===== src/rtl/uras_pkg.sv =====
package uras_pkg;

  localparam int unsigned ADDR_W   = 3;
  localparam int unsigned CNT_W    = 17;
  localparam logic [2:0] A_FCR     = 3'h0; // format_control_register
  localparam logic [2:0] A_CVR     = 3'h1; // compare_value_register
  localparam logic [2:0] A_BPR     = 3'h2; // break_parity_register
  localparam logic [2:0] A_ISR     = 3'h3; // interrupt_status_register
  localparam logic [2:0] A_IMR     = 3'h4; // interrupt mask
  localparam logic [2:0] A_RXD     = 3'h5; // received data
  localparam int unsigned RATE_LO  = 0;
  localparam int unsigned RATE_HI  = 3;
  localparam int unsigned FMT_BIT  = 6;
  localparam int unsigned PAR_BIT  = 0;
  localparam int unsigned ST_FULL  = 0;
  localparam int unsigned ST_ERRC  = 1;
  localparam int unsigned ST_PAR   = 2;
  localparam logic [3:0] RATE_EXT  = 4'hf;
  localparam logic [7:0] FCR_RST   = 8'h00;
  localparam logic [7:0] ZERO8     = 8'h00;
  localparam logic [3:0] EXT_DIV   = 4'hf; // divide by sixteen, count 15..0

  typedef logic [CNT_W-1:0] uras_cnt_t;

  function automatic uras_cnt_t uras_divisor(input logic [3:0] sel);
    unique case (sel)
      4'h0: uras_divisor = 17'd73728;
      4'h1: uras_divisor = 17'd33538;
      4'h2: uras_divisor = 17'd27408;
      4'h3: uras_divisor = 17'd24576;
      4'h4: uras_divisor = 17'd12288;
      4'h5: uras_divisor = 17'd6144;
      4'h6: uras_divisor = 17'd3072;
      4'h7: uras_divisor = 17'd2048;
      4'h8: uras_divisor = 17'd1536;
      4'h9: uras_divisor = 17'd1024;
      4'ha: uras_divisor = 17'd768;
      4'hb: uras_divisor = 17'd512;
      4'hc: uras_divisor = 17'd384;
      4'hd: uras_divisor = 17'd192;
      4'he: uras_divisor = 17'd96;
      4'hf: uras_divisor = 17'd16;
    endcase
  endfunction

endpackage


===== src/rtl/uras_sync.sv =====
`timescale 1ns/1ps
module uras_sync
  import uras_pkg::*;
(
  input  wire logic clock,
  input  wire logic reset,
  input  wire logic clock_en,
  input  wire logic async_in,
  output logic      level_out,
  output logic      rise_out
);

  logic s1_q;
  logic s2_q;
  logic s3_q;

  // change counts once second and third stage agree
  always_ff @(posedge clock) begin
    if (reset) begin
      s1_q <= 1'b1;
      s2_q <= 1'b1;
      s3_q <= 1'b1;
    end else if (clock_en) begin
      s1_q <= async_in;
      s2_q <= s1_q;
      s3_q <= s2_q;
    end
  end

  always_ff @(posedge clock) begin
    if (reset) begin
      level_out <= 1'b1;
    end else if (clock_en && (s2_q == s3_q)) begin
      level_out <= s3_q;
    end
  end

  assign rise_out = clock_en && (s2_q == s3_q) && s3_q && !level_out;

endmodule


===== src/rtl/uras_top.sv =====
`timescale 1ns/1ps
module uras_top
  import uras_pkg::*;
(
  input  wire logic              clock,
  input  wire logic              reset,
  input  wire logic              clock_en,
  input  wire logic [ADDR_W-1:0] addr,
  input  wire logic [7:0]        wdata,
  input  wire logic              wr_stb,
  input  wire logic              rd_stb,
  output logic      [7:0]        rdata,
  input  wire logic              transmit_external_clock,
  input  wire logic              receive_external_clock,
  input  wire logic              rx_done,
  input  wire logic [7:0]        rx_char,
  input  wire logic              rx_is_addr,
  input  wire logic              rx_parity,
  input  wire logic              rx_error,
  output logic                   baud_tick,
  output logic                   compare_mode,
  output logic                   irq
);

  // ****************************************************************
  // register writes
  // ****************************************************************
  logic [7:0] fcr_q;
  logic [7:0] cvr_q;
  logic       par_sel_q;
  logic [7:0] mask_q;
  logic [7:0] rxd_q;
  logic       cmp_q;
  logic [2:0] isr_q;

  logic wr_fcr;
  logic wr_cvr;
  logic wr_bpr;
  logic wr_isr;
  assign wr_fcr = wr_stb && clock_en && (addr == A_FCR);
  // compare register only reachable when bit 6 clear
  assign wr_cvr = wr_stb && clock_en && (addr == A_CVR) && !fcr_q[FMT_BIT];
  assign wr_bpr = wr_stb && clock_en && (addr == A_BPR);
  assign wr_isr = wr_stb && clock_en && (addr == A_ISR);

  always_ff @(posedge clock) begin
    if (reset) begin
      fcr_q <= FCR_RST;
    end else if (wr_fcr) begin
      fcr_q <= wdata;
    end
  end

  always_ff @(posedge clock) begin
    if (reset) begin
      cvr_q <= ZERO8;
    end else if (wr_cvr) begin
      cvr_q <= wdata;
    end
  end

  always_ff @(posedge clock) begin
    if (reset) begin
      par_sel_q <= 1'b0;
    end else if (wr_bpr) begin
      par_sel_q <= wdata[PAR_BIT];
    end
  end

  always_ff @(posedge clock) begin
    if (reset) begin
      mask_q <= ZERO8;
    end else if (wr_stb && clock_en && (addr == A_IMR)) begin
      mask_q <= wdata;
    end
  end

  // ****************************************************************
  // baud generator
  // ****************************************************************
  logic [3:0] rate_sel;
  logic       ext_rise;
  logic       tx_ext_lvl;
  logic       tx_ext_rise;
  logic       rx_ext_lvl;
  logic       rx_ext_rise;
  uras_cnt_t  cnt_q;

  assign rate_sel = fcr_q[RATE_HI:RATE_LO];

  uras_sync u_sync_tx (
    .clock     (clock),
    .reset     (reset),
    .clock_en  (clock_en),
    .async_in  (transmit_external_clock),
    .level_out (tx_ext_lvl),
    .rise_out  (tx_ext_rise)
  );

  uras_sync u_sync_rx (
    .clock     (clock),
    .reset     (reset),
    .clock_en  (clock_en),
    .async_in  (receive_external_clock),
    .level_out (rx_ext_lvl),
    .rise_out  (rx_ext_rise)
  );

  // either external clock edge counts toward the divide by sixteen
  assign ext_rise = tx_ext_rise || rx_ext_rise;

  // crystal divisors: 73,728 / 33,538 / 27,408 / 24,576 / ... / 96
  always_ff @(posedge clock) begin
    if (reset) begin
      cnt_q     <= uras_divisor(FCR_RST[RATE_HI:RATE_LO]) - 17'd1;
      baud_tick <= 1'b0;
    end else if (clock_en) begin
      baud_tick <= 1'b0;
      if (wr_fcr && (wdata[RATE_HI:RATE_LO] != rate_sel)) begin
        cnt_q <= uras_divisor(wdata[RATE_HI:RATE_LO]) - 17'd1;
      end else if (rate_sel == RATE_EXT) begin
        if (ext_rise) begin
          if (cnt_q[3:0] == 4'h0) begin
            cnt_q     <= {13'h0000, EXT_DIV};
            baud_tick <= 1'b1;
          end else begin
            cnt_q <= cnt_q - 17'd1;
          end
        end
      end else if (cnt_q == '0) begin
        cnt_q     <= uras_divisor(rate_sel) - 17'd1;
        baud_tick <= 1'b1;
      end else begin
        cnt_q <= cnt_q - 17'd1;
      end
    end
  end

  // ****************************************************************
  // address recognition
  // ****************************************************************
  logic match;
  assign match = rx_done && rx_is_addr && (rx_char == cvr_q);

  always_ff @(posedge clock) begin
    if (reset) begin
      cmp_q <= 1'b0;
    end else if (clock_en) begin
      if (wr_cvr) begin
        cmp_q <= 1'b1;
      end else if (cmp_q && match) begin
        cmp_q <= 1'b0;
      end
    end
  end
  assign compare_mode = cmp_q;

  always_ff @(posedge clock) begin
    if (reset) begin
      rxd_q <= ZERO8;
    end else if (clock_en && rx_done && !cmp_q) begin
      rxd_q <= rx_char;
    end
  end

  // ****************************************************************
  // interrupt status: set wins over write-one clear
  // ****************************************************************
  logic [2:0] set_v;
  logic [2:0] clr_v;
  always_comb begin
    set_v = 3'h0;
    // full flag inhibited in compare mode
    set_v[ST_FULL] = rx_done && !cmp_q;
    // bit1 set on entry and held while comparing; match raises interrupt
    set_v[ST_ERRC] = wr_cvr || (cmp_q && !match) || (cmp_q && match) || (!cmp_q && rx_done && rx_error);
    set_v[ST_PAR]  = rx_done && !cmp_q && (par_sel_q ? rx_parity : rx_error);
    clr_v = wr_isr ? wdata[2:0] : 3'h0;
  end

  always_ff @(posedge clock) begin
    if (reset) begin
      isr_q <= 3'h0;
    end else if (clock_en) begin
      isr_q <= (isr_q & ~clr_v) | set_v;
    end
  end

  // in compare mode only the match itself may reach the host
  logic [2:0] irq_src;
  assign irq_src = cmp_q ? 3'h0 : (isr_q & mask_q[2:0]);

  always_ff @(posedge clock) begin
    if (reset) begin
      irq <= 1'b0;
    end else if (clock_en) begin
      irq <= |irq_src || (cmp_q && match && mask_q[ST_ERRC]);
    end
  end

  // ****************************************************************
  // read port
  // ****************************************************************
  always_ff @(posedge clock) begin
    if (reset) begin
      rdata <= ZERO8;
    end else if (clock_en) begin
      rdata <= ZERO8;
      if (rd_stb) begin
        unique case (addr)
          A_FCR:   rdata <= fcr_q;
          A_ISR:   rdata <= {5'h00, isr_q};
          A_IMR:   rdata <= mask_q;
          A_RXD:   rdata <= rxd_q;
          default: rdata <= ZERO8;
        endcase
      end
    end
  end

endmodule


===== config.mk =====
export PLATFORM = sky130hd
export DESIGN_NAME = uras_top
export DESIGN_NICKNAME = d
export VERILOG_FILES = /design/src/rtl/uras_pkg.sv /design/src/rtl/uras_sync.sv /design/src/rtl/uras_top.sv
export SDC_FILE = /design/constraint.sdc
export NUM_CORES = 1
export LEC_CHECK = 0
export ABC_AREA = 0
export CAP_MARGIN = 20
export CORE_MARGIN = 4
export CORE_UTILIZATION = 55
export CTS_BUF_LIST = sky130_fd_sc_hd__clkbuf_8
export DETAILED_ROUTE_END_ITERATION = 8
export DONT_BUFFER_PORTS = 1
export PLACE_DENSITY_LB_ADDON = 0.08
export SYNTH_ARGS = -nofsm -noshare
export SYNTH_HDL_FRONTEND = slang
export SYNTH_HIERARCHICAL = 1
export SYNTH_SLANG_ARGS = --single-unit

===== constraint.sdc =====
create_clock -name clock -period 2.05 [get_ports clock]
set_input_delay 0.1025 -clock clock [delete_from_list [all_inputs] [get_ports clock]]
set_output_delay 0.1025 -clock clock [all_outputs]
set_load 0.005 [all_outputs]

==> metrics.md, run 1 <==
| Metric | Value |
|---|---|
| Max cap viols | `0` |
| Buffers on Ports | `0` |
| Slew Viols, Final | `0` |
| DRT Pass-1 Iters | `5` |
| Fmax | `0.496 GHz` |
| Setup Viol. Count Final | `0` |
| Sink Count | `85` |
| CTS buffer count | `9` |
| GP Congestion | `0.916` |
| H-tree depth | `3` |
| Core area | `between 0.008 and 0.009 mm2` |
| Final period util | `98.3%` |
| Final critical-path required period | `roughly 2.0 ns` |
| Later-pin clock latency in the skew report | `0.36 ns` |
| Grt total ovfl | `0` |
| # rows | `34` |
| Syn_area_per_cell | `8.21 um2` |
| Synth warn | `6` |
| Most common cell after layout, fill and taps aside | `dfxtp_1` |
| Unrepaired setup endpoints after global routing | `yes` |
| Largest net degree at the start of global routing | `63` |
| Synth area leaders | `dfxtp_1 34%, mux2i_1 7.3%, nor2_1 6.2%` |
| Worst path cell trace | `inv_4 > ha_4 > nor4b_4 > nand3_2 > nor4_4 > buf_4 > nand3b_1 > a32oi_1 > a22oi_1` |
| Worst EP arrival | `roughly 2.3 ns` |
| Worst endpoint required time | `~2.3 ns` |
| CTS tree | `built` |
| Worst min path class | `input port to flip-flop` |
| Vias | `4758` |
| Setup TNS | `0 ns` |
| Initial Util | `between 50% and 60%` |
| I/O pin cnt | `41` |
| Worst-Margin Slew | `between 0.6 and 0.7 ns` |
| Hold WS | `0.00577 ns` |
| Final hold vios | `0` |
| Die H | `103 um` |
| Clock transition at path regs | `about 0.10 ns` |
| Flop2flop setup slack | `0.03 ns` |
| N_diodes | `0` |
| Slowest CP cell | `dfxtp_4` |
| Dpl hpwl | `approximately 10000 um` |
| Cell count after synthesis | `605` |
| Async SR Flop Fraction | `0%` |
| Die area | `0.0106 mm2` |
| Type of the worst setup path | `flip-flop to flip-flop` |
| Drt drc | `0` |
| Initial DRC Count | `between 200 and 300` |
| Leak | `2.36 nW` |
| Worst Skew | `0.0170 ns` |
| Area leader, netlist | `dfxtp_1` |
| Drt total wl | `14300 um` |
| Post-synthesis sequential area ratio | `34.3%` |
| CP peak stage delay | `between 0.3 and 0.4 ns` |
| Synth Register Bits | `85` |
| Commonest non-fill, non-tap cells in the layout | `84 x dfxtp_1, 80 x nor2_1, 55 x buf_4` |
| Syn_nets | `648` |
| Final nets | `699` |
| Share of the synthesized area in the top cell type | `34.3%` |
| GRT Total Usage | `between 20 and 30%` |
| Fin cells | `769` |
| CTS max path bufs | `2` |
| Syn-to-layout area delta | `19.2%` |
| Crit path launch type | `flip-flop` |
| Yosys cell types | `between 70 and 80` |
| Initial antenna violation count | `0` |
| First-pass GRT wire length | `approximately 24000 um` |
| PwrDens | `563 mW/mm2` |
| Top_reg_cell synth | `dfxtp_1` |
| EDFF count, synth | `0` |
| Relative slew slack | `57.9%` |
| Post-DR wirelength/cell | `18.6 um` |
| Final antenna-violating net count | `0` |
| Worst setup EP type | `flip-flop` |
| Root Driver | `clkbuf_8` |
| Vias in the first global route | `4767` |
| Placed Cells incl. Taps | `725` |
| Via/cell ratio | `6.19` |
| Die Span X | `103 um` |
| Critical path peak fanout | `4` |
| Mapped Area | `0.00497 mm2` |
| Share of post-route cells with drive strength above 1 | `17.1%` |
| Final core occ | `67.6%` |
| Status | `finished clean` |
| VDD IR max | `0.000432 V` |
[kinds of logic after synthesis]
| kind of cell | after synthesis | synth area share (%) |
|---|---|---|
| AND/OR/NAND/NOR | 243 | 25.5 |
| AO/OA/AOI/OAI | 139 | 19.0 |
| flip-flops | 85 | 34.3 |
| buffers and inverters | 54 | 4.33 |
| multiplexers | 39 | 7.94 |
| XOR/XNOR | 32 | 5.64 |
| adder cells (fa/ha/maj) | 13 | 3.28 |
[layer usage]
metal	vias to the layer above	part of all wire, %	GRT usage, %
li1	2287	-	-
met1	2257	44	37.7
met3	39	7.2	5.89
met5	-	0	0
met2	175	45	45.6
met4	0	3.5	10.9
[critical path: cells and delay by family (launching register included)]
family,cells,cell delay (ns)
and+or+nand+nor,4,0.79
DFF,1,0.37
adders and majority gates,1,0.13
buffers and inverters,2,0.22
AOI/OAI and AO/OA,2,0.39
[report_power, final]
group	leakage (nW)	internal, mW	switching [mW]
clock network	0.0926	0.518	0.640
registers	0.690	1.69	0.0374
logic	1.58	0.215	0.231
[stage by stage]
| stage | power, mW | instance area, um2 | worst slack (ns) |
|---|---|---|---|
| after floorplan | 2.06 | 5000 | 0.0243 |
| after global placement | 2.11 | 5350 | 0.00114 |
| after detailed placement | 2.12 | 5350 | -0.0273 |
| after CTS | 3.33 | 5800 | 0.0253 |
| after global routing | 3.48 | 5920 | -0.143 |
| final | 3.33 | 5920 | 0.0339 |
[repair_timing]
action                                  4_1_cts  5_1_grt
gates cloned                                  0        0
hold endpoints to repair                     62        0
gates resized for setup                       2       19
endpoints found under the setup margin        3       17
hold buffers                                 22        0
setup buffers                                 1        4
pin swaps                                     2       12
[synthesized netlist by cell type (4+ instances only)]
| library cell | instances |
|---|---|
| and2_1 | 5 |
| nand4_1 | 10 |
| buf_1 | 5 |
| clkbuf_1 | 23 |
| a211o_1 | 8 |
| nand2b_1 | 10 |
| nor2_1 | 82 |
| nand3_1 | 35 |
| a22oi_1 | 6 |
| a211oi_1 | 10 |
| o21ai_0 | 22 |
| buf_2 | 10 |
| a21oi_1 | 32 |
| nand2_1 | 36 |
| nor2b_1 | 15 |
| o31ai_1 | 8 |
| inv_1 | 15 |
| xnor2_1 | 24 |
| ha_1 | 13 |
| a311oi_1 | 4 |
| mux2i_1 | 36 |
| nor3_1 | 13 |
| xor2_1 | 8 |
| o211ai_1 | 4 |
| a21o_1 | 5 |
| a31oi_1 | 6 |
| or4_1 | 4 |
| dfxtp_1 | 85 |
| o21ai_1 | 6 |
| nor4_1 | 5 |
[path summary, 6_finish.rpt]
kind,startpoint,to,depth (start not counted)
max,cnt_q[1]$_SDFFE_PP1P_,cnt_q[10]$_SDFFE_PP1P_,9
min,wdata[2],fcr_q[2]$_SDFFE_PP0N_,2
max reg2reg,cnt_q[1]$_SDFFE_PP1P_,cnt_q[10]$_SDFFE_PP1P_,9
min reg2reg,u_sync_rx/s1_q$_SDFFE_PP1P_,u_sync_rx/s2_q$_SDFFE_PP1P_,1
[cell type report]
type	instances	area [um2]
flip-flops and latches	85	1710
fillers	732	2840
well taps	108	135
clock buffers	11	151
clock inverters	5	41.3
repair buffers	78	666
multi-input cells	466	3160
inverters	16	62.6
Power figures use the tool's default switching activity.
==> run 2, diff against run 1 <==
--- a/config.mk
+++ b/config.mk
@@ -9,7 +9,7 @@
 export CAP_MARGIN = 20
 export CORE_MARGIN = 4
 export CORE_UTILIZATION = 55
-export CTS_BUF_LIST = sky130_fd_sc_hd__clkbuf_8
+export CTS_BUF_LIST = sky130_fd_sc_hd__clkbuf_16
 export DETAILED_ROUTE_END_ITERATION = 8
 export DONT_BUFFER_PORTS = 1
 export PLACE_DENSITY_LB_ADDON = 0.08
==> constraint.sdc (replaced) <==
create_clock -name clock -period 2.05 [get_ports clock]
set_input_delay 0.1025 -clock clock [delete_from_list [all_inputs] [get_ports clock]]
set_output_delay 0.1025 -clock clock [all_outputs]
set_load 0.1 [all_outputs]
==> run 2 against run 1 <==
  * Total power rose by 20%
  * Global-route usage rose by 0.45 points
  * Die area did not move
  * Final area rose by 3.6%
  * Hold slack improved by 0.00072 ns
  * First-iteration DRC count fell by 1.1%
  * Routed wire length rose by 4.1%
  * Register-to-register slack improved by 0.03 ns
  * Non-clock buffer count rose by 10
  * Highest routed layer unchanged
==> metrics.md, run 2 (same netlist as run 1, synthesis figures left out) <==
| Metric | Value |
|---|---|
| Worst EP arrival | `2.22 ns` |
| H-tree depth | `3` |
| Final period util | `96.9%` |
| Drt total wl | `roughly 15000 um` |
| Slowest CP cell | `or4_4` |
| Worst Skew | `0.00630 ns` |
| Worst min path class | `input port to flip-flop` |
| Crit path launch type | `flip-flop` |
| CTS buffer count | `9` |
| Worst setup EP type | `flip-flop` |
| Initial Util | `a little under three fifths` |
| Most common cell after layout, fill and taps aside | `dfxtp_1` |
| Final critical-path required period | `1.99 ns` |
| Post-layout instance area | `0.00613 mm2` |
| Fillers | `704` |
| DRT Pass-1 Iters | `6` |
| Vias in the first global route | `4724` |
| Clock transition at path regs | `0.07 ns` |
| Root Driver | `clkbuf_16` |
| Min-Delay Path Depth | `2` |
| Buffers on Ports | `0` |
| CTS tree | `built` |
| Core area | `0.00876 mm2` |
| Fin cells | `779` |
| Leak | `2.49 nW` |
| Die Span X | `103 um` |
| Via/cell ratio | `6.24` |
| CP peak stage delay | `about 0.57 ns` |
| Later-pin clock latency in the skew report | `around 0.34 ns` |
| Int Pwr | `2.99 mW` |
| PwrDens | `652 mW/mm2` |
| # rows | `34` |
| Relative slew slack | `a little over 50%` |
| Worst endpoint required time | `2.29 ns` |
| First-pass GRT wire length | `between 20000 and 25000 um` |
| Power, Total | `4.00 mW` |
| CTS max path bufs | `2` |
| Grt total ovfl | `0` |
| Dpl hpwl | `about 10000 um` |
| Commonest non-fill, non-tap cells in the layout | `84 x dfxtp_1, 80 x nor2_1, 65 x buf_4` |
| Final nets | `709` |
| Slew Viols, Final | `0` |
| Drt drc | `0` |
| Sink Count | `85` |
| N_diodes | `0` |
| GRT Total Usage | `28.9%` |
| Status | `finished clean` |
| Initial DRC Count | `278` |
| Setup Viol. Count Final | `0` |
| Share of post-route cells with drive strength above 1 | `18.3%` |
| Final core occ | `70.0%` |
| Fmax | `0.504 GHz` |
| NetSw | `just over 1 mW` |
| Dpl cell area | `0.00542 mm2` |
| Type of the worst setup path | `flip-flop to flip-flop` |
| Final antenna-violating net count | `0` |
| Placed Cells incl. Taps | `734` |
| I/O pin cnt | `41` |
| Switching share of total power | `25.3%` |
| VDD IR max | `0.000575 V` |
| Die H | `about 100 um` |
| GP Congestion | `0.921` |
| Largest net degree at the start of global routing | `62` |
| Worst path cell trace | `or4_4 > nor2_2 > nand4_1 > nor3b_2 > o311ai_1 > a21o_1` |
| Unrepaired setup endpoints after global routing | `yes` |
| Vias | `approximately 4900` |
| Initial antenna violation count | `0` |
| Post-DR wirelength/cell | `19.1 um` |
| Sequential power share | `between 40 and 50%` |
| Syn-to-layout area delta | `23.5%` |
| Logic pwr share | `11.8%` |
| Critical path peak fanout | `4` |
| Clock power share | `45.0%` |
| Setup TNS | `0 ns` |
| Final hold vios | `0` |
| Die area | `0.0106 mm2` |
| Worst-Margin Slew | `0.726 ns` |
| R2R cell count | `6` |
| Max cap viols | `0` |
-- run 2: changes by cell type in the layout (fill, tap and decap cells not counted), sizes merged --
cell	change
inv	+2
bufinv	+2
clkbuf	-2
clkinvlp	-1
buf	+10
clkinv	-1
-- run 2: area by class of cell --
class	count	area, um2	share of cell area [%]
clock inverter	7	97.6	1.59
tap	108	135	2.20
multi-input combinational	466	3160	51.5
clock buffer	9	225	3.67
timing repair buffer	88	753	12.3
sequential	85	1700	27.8
inverter	16	60.1	0.979
-- run 2: power groups by stage --
stage	Sequential (mW)	Clock, mW	Combinational [mW]
3_5_place_dp	1.77	0	0.368
4_1_cts	1.73	1.82	0.442
6_report	1.73	1.80	0.471
3_3_place_gp	1.76	0	0.361
5_1_grt	1.73	1.89	0.510
2_1_floorplan	1.77	0	0.301
-- run 2: worst paths after layout --
path,from,to,slack (ns)
setup reg to reg,cnt_q[12]$_SDFFE_PP1P_,cnt_q[7]$_SDFFE_PP1P_,0.06
hold / removal,wdata[1],fcr_q[1]$_SDFFE_PP0N_,0.006
hold reg to reg,u_sync_rx/s1_q$_SDFFE_PP1P_,u_sync_rx/s2_q$_SDFFE_PP1P_,0.47
setup / recovery,cnt_q[12]$_SDFFE_PP1P_,cnt_q[7]$_SDFFE_PP1P_,0.06
-- run 2: metrics by stage --
step                setup slack (ns)  hold WS (ns)
floorplan                     0.0243         0.201
global placement              0.0243         0.182
detailed placement           -0.0230         0.183
CTS                           0.0120       0.00432
global route                 -0.0362        0.0201
finish                        0.0645       0.00649
-- run 2: repair_timing --
action	in CTS	in global routing
buffers inserted	0	6
hold buffers	22	0
setup endpoints to repair	3	15
pin swaps	0	16
gates resized for setup	3	19
hold endpoints to repair	60	0
-- run 2: per-layer routing --
metal  track usage [%]  vias up  share of wire, %
met5                 0        -                 0
met3              7.37       35               7.0
met4              12.3        0               3.1
li1                  -     2308                 -
met1              37.2     2337                42
met2              46.1      181                48
-- run 2: critical path, delay by kind of cell (launching register included) --
family / cells / cell delay [ns]
flip-flops: 1 / 0.31
AO/OA/AOI/OAI: 2 / 0.34
AND/OR/NAND/NOR: 4 / 1.24
==> run 3, diff against run 2 <==
--- a/config.mk
+++ b/config.mk
@@ -8,11 +8,11 @@
 export ABC_AREA = 0
 export CAP_MARGIN = 20
 export CORE_MARGIN = 4
-export CORE_UTILIZATION = 55
+export CORE_UTILIZATION = 45
 export CTS_BUF_LIST = sky130_fd_sc_hd__clkbuf_16
 export DETAILED_ROUTE_END_ITERATION = 8
 export DONT_BUFFER_PORTS = 1
-export PLACE_DENSITY_LB_ADDON = 0.08
+export PLACE_DENSITY = 0.58
 export SYNTH_ARGS = -nofsm -noshare
 export SYNTH_HDL_FRONTEND = slang
 export SYNTH_HIERARCHICAL = 1
==> run 3 against run 2 <==
  * Combinational power is 4% lower
  * Final area shrank 0.94%
  * Highest routed layer unchanged
  * Final cell count grew 2.7%
  * Critical endpoint is now cnt_q[1]$_SDFFE_PP1P_
  * Register-to-register slack got worse by 0.05 ns
  * Global-route usage fell by 5.1 points
  * First-iteration DRC count rose by 0.36%
  * Clock-buffer cell count is the same
==> metrics.md, run 3 (same netlist as run 1, synthesis figures left out) <==
| Metric | Value |
|---|---|
| Syn-to-layout area delta | `22.4%` |
| Worst Skew | `0.0101 ns` |
| PwrDens | `approximately 600 mW/mm2` |
| Vias in the first global route | `around 4600` |
| Unrepaired setup endpoints after global routing | `yes` |
| First-pass GRT wire length | `approximately 24000 um` |
| Initial DRC Count | `279` |
| Leak | `2.42 nW` |
| Sink Count | `85` |
| Crit path launch type | `flip-flop` |
| GP Congestion | `around 0.9` |
| Setup TNS | `0 ns` |
| Top delay family on crit path | `simple AND/OR/NAND/NOR gates` |
| Status | `finished clean` |
| CTS tree | `built` |
| VDD IR max | `0.000503 V` |
| Via/cell ratio | `5.96` |
| Flop2flop setup slack | `~0.012 ns` |
| Root Driver | `clkbuf_16` |
| Worst EP arrival | `2.25 ns` |
| Most common cell after layout, fill and taps aside | `dfxtp_1` |
| Final critical-path required period | `a little over 2 ns` |
| Post-DR wirelength/cell | `18.5 um` |
| Final antenna-violating net count | `0` |
| Initial antenna violation count | `0` |
| Hold WS | `~0.017 ns` |
| Relative slew slack | `55.6%` |
| Final hold vios | `0` |
| Final core occ | `56.1%` |
| Max cap viols | `0` |
| # rows | `38` |
| Share of post-route cells with drive strength above 1 | `between 10% and 20%` |
| Final period util | `99.4%` |
| CP peak stage delay | `0.33 ns` |
| Clock transition at path regs | `0.06 ns` |
| Initial Util | `45.8%` |
| Critical path peak fanout | `5` |
| Worst-Margin Slew | `~0.66 ns` |
| Largest net degree at the start of global routing | `63` |
| Slew Viols, Final | `0` |
| Setup slack after layout | `0.0118 ns` |
| Final nets | `~700` |
| CTS max path bufs | `2` |
| H-tree depth | `3` |
| DRT Pass-1 Iters | `5` |
| Core area | `0.0108 mm2` |
| Hold Crit Start | `reset` |
| Worst path cell trace | `inv_2 > ha_4 > nor4b_4 > nand3_2 > nor4_4 > buf_4 > buf_12 > a21oi_2 > a211oi_2 > o21ai_0` |
| R2r startpoint | `cnt_q[1]$_SDFFE_PP1P_` |
| Slowest CP cell | `dfxtp_2` |
| Worst setup EP type | `flip-flop` |
| Later-pin clock latency in the skew report | `0.35 ns` |
| Commonest non-fill, non-tap cells in the layout | `82 x dfxtp_1, 80 x nor2_1, 53 x buf_4` |
| Worst setup path startpoint | `cnt_q[1]$_SDFFE_PP1P_` |
| Die H | `113 um` |
| Power, Total | `3.66 mW` |
| Worst min path class | `input port to flip-flop` |
| I/O pin cnt | `41` |
| Worst endpoint required time | `2.26 ns` |
| Drt total wl | `14800 um` |
| Dpl hpwl | `9940 um` |
| Type of the worst setup path | `flip-flop to flip-flop` |
| Setup Viol. Count Final | `0` |
| Grt total ovfl | `0` |
| Place WS | `-0.0428 ns` |
| GRT Total Usage | `23.8%` |
| N_diodes | `0` |
| Die area | `0.0128 mm2` |
| CTS buffer count | `9` |
| Fmax | `0.491 GHz` |
| Buffers on Ports | `0` |
| Drt drc | `0` |
| Vias | `4764` |
| Fillers | `1001` |
| WP buf/inv | `3` |
| Die Span X | `113 um` |
## run 3: path summary, 6_finish.rpt
path,endpoint,depth (start not counted)
max,cnt_q[1]$_SDFFE_PP1P_,10
min,cnt_q[11]$_SDFFE_PP1P_,2
max reg2reg,cnt_q[1]$_SDFFE_PP1P_,10
min reg2reg,u_sync_rx/s2_q$_SDFFE_PP1P_,1
## run 3: area by class of cell
| class | count | area (um2) | share of cell area (%) |
|---|---|---|---|
| clock buffer | 9 | 225 | 3.71 |
| clock inverter | 6 | 32.5 | 0.535 |
| inverter | 16 | 60.1 | 0.988 |
| multi-input combinational | 466 | 3180 | 52.4 |
| sequential | 85 | 1710 | 28.1 |
| tap | 140 | 175 | 2.88 |
| timing repair buffer | 78 | 696 | 11.4 |
## run 3: power breakdown
group / total (mW) / internal, mW / switching [mW]
clock network: 1.48 / 0.801 / 0.681
logic: 0.452 / 0.203 / 0.249
registers: 1.73 / 1.69 / 0.0363
total: 3.66 / 2.70 / 0.966
## run 3: per-stage QoR
stage	instances	cell area (um2)
floorplan	605	5000
global placement	756	5400
detailed placement	756	5400
CTS	793	5910
global route	800	6080
finish	800	6080
## run 3: layer usage
layer	share of wire [%]	vias to the layer above	track usage (%)
li1	-	2291	-
met4	4.3	0	13.3
met5	0	-	0
met3	7.0	38	4.71
met1	42	2250	30.5
met2	47	185	37.5
## run 3: timing repair
action,4_1_cts,5_1_grt
gates resized for setup,3,24
hold endpoints to repair,62,0
cloned,0,1
setup buffers,0,5
endpoints found under the setup margin,3,13
pin swaps,1,17
hold buffers,22,0
## run 3: worst reg2reg max path, delay by kind of cell, from the launching register on
family	cells	cell delay, ns
AOI/OAI and AO/OA	3	0.40
adders and majority gates	1	0.14
buffers and inverters	3	0.38
DFF	1	0.33
and+or+nand+nor	3	0.65
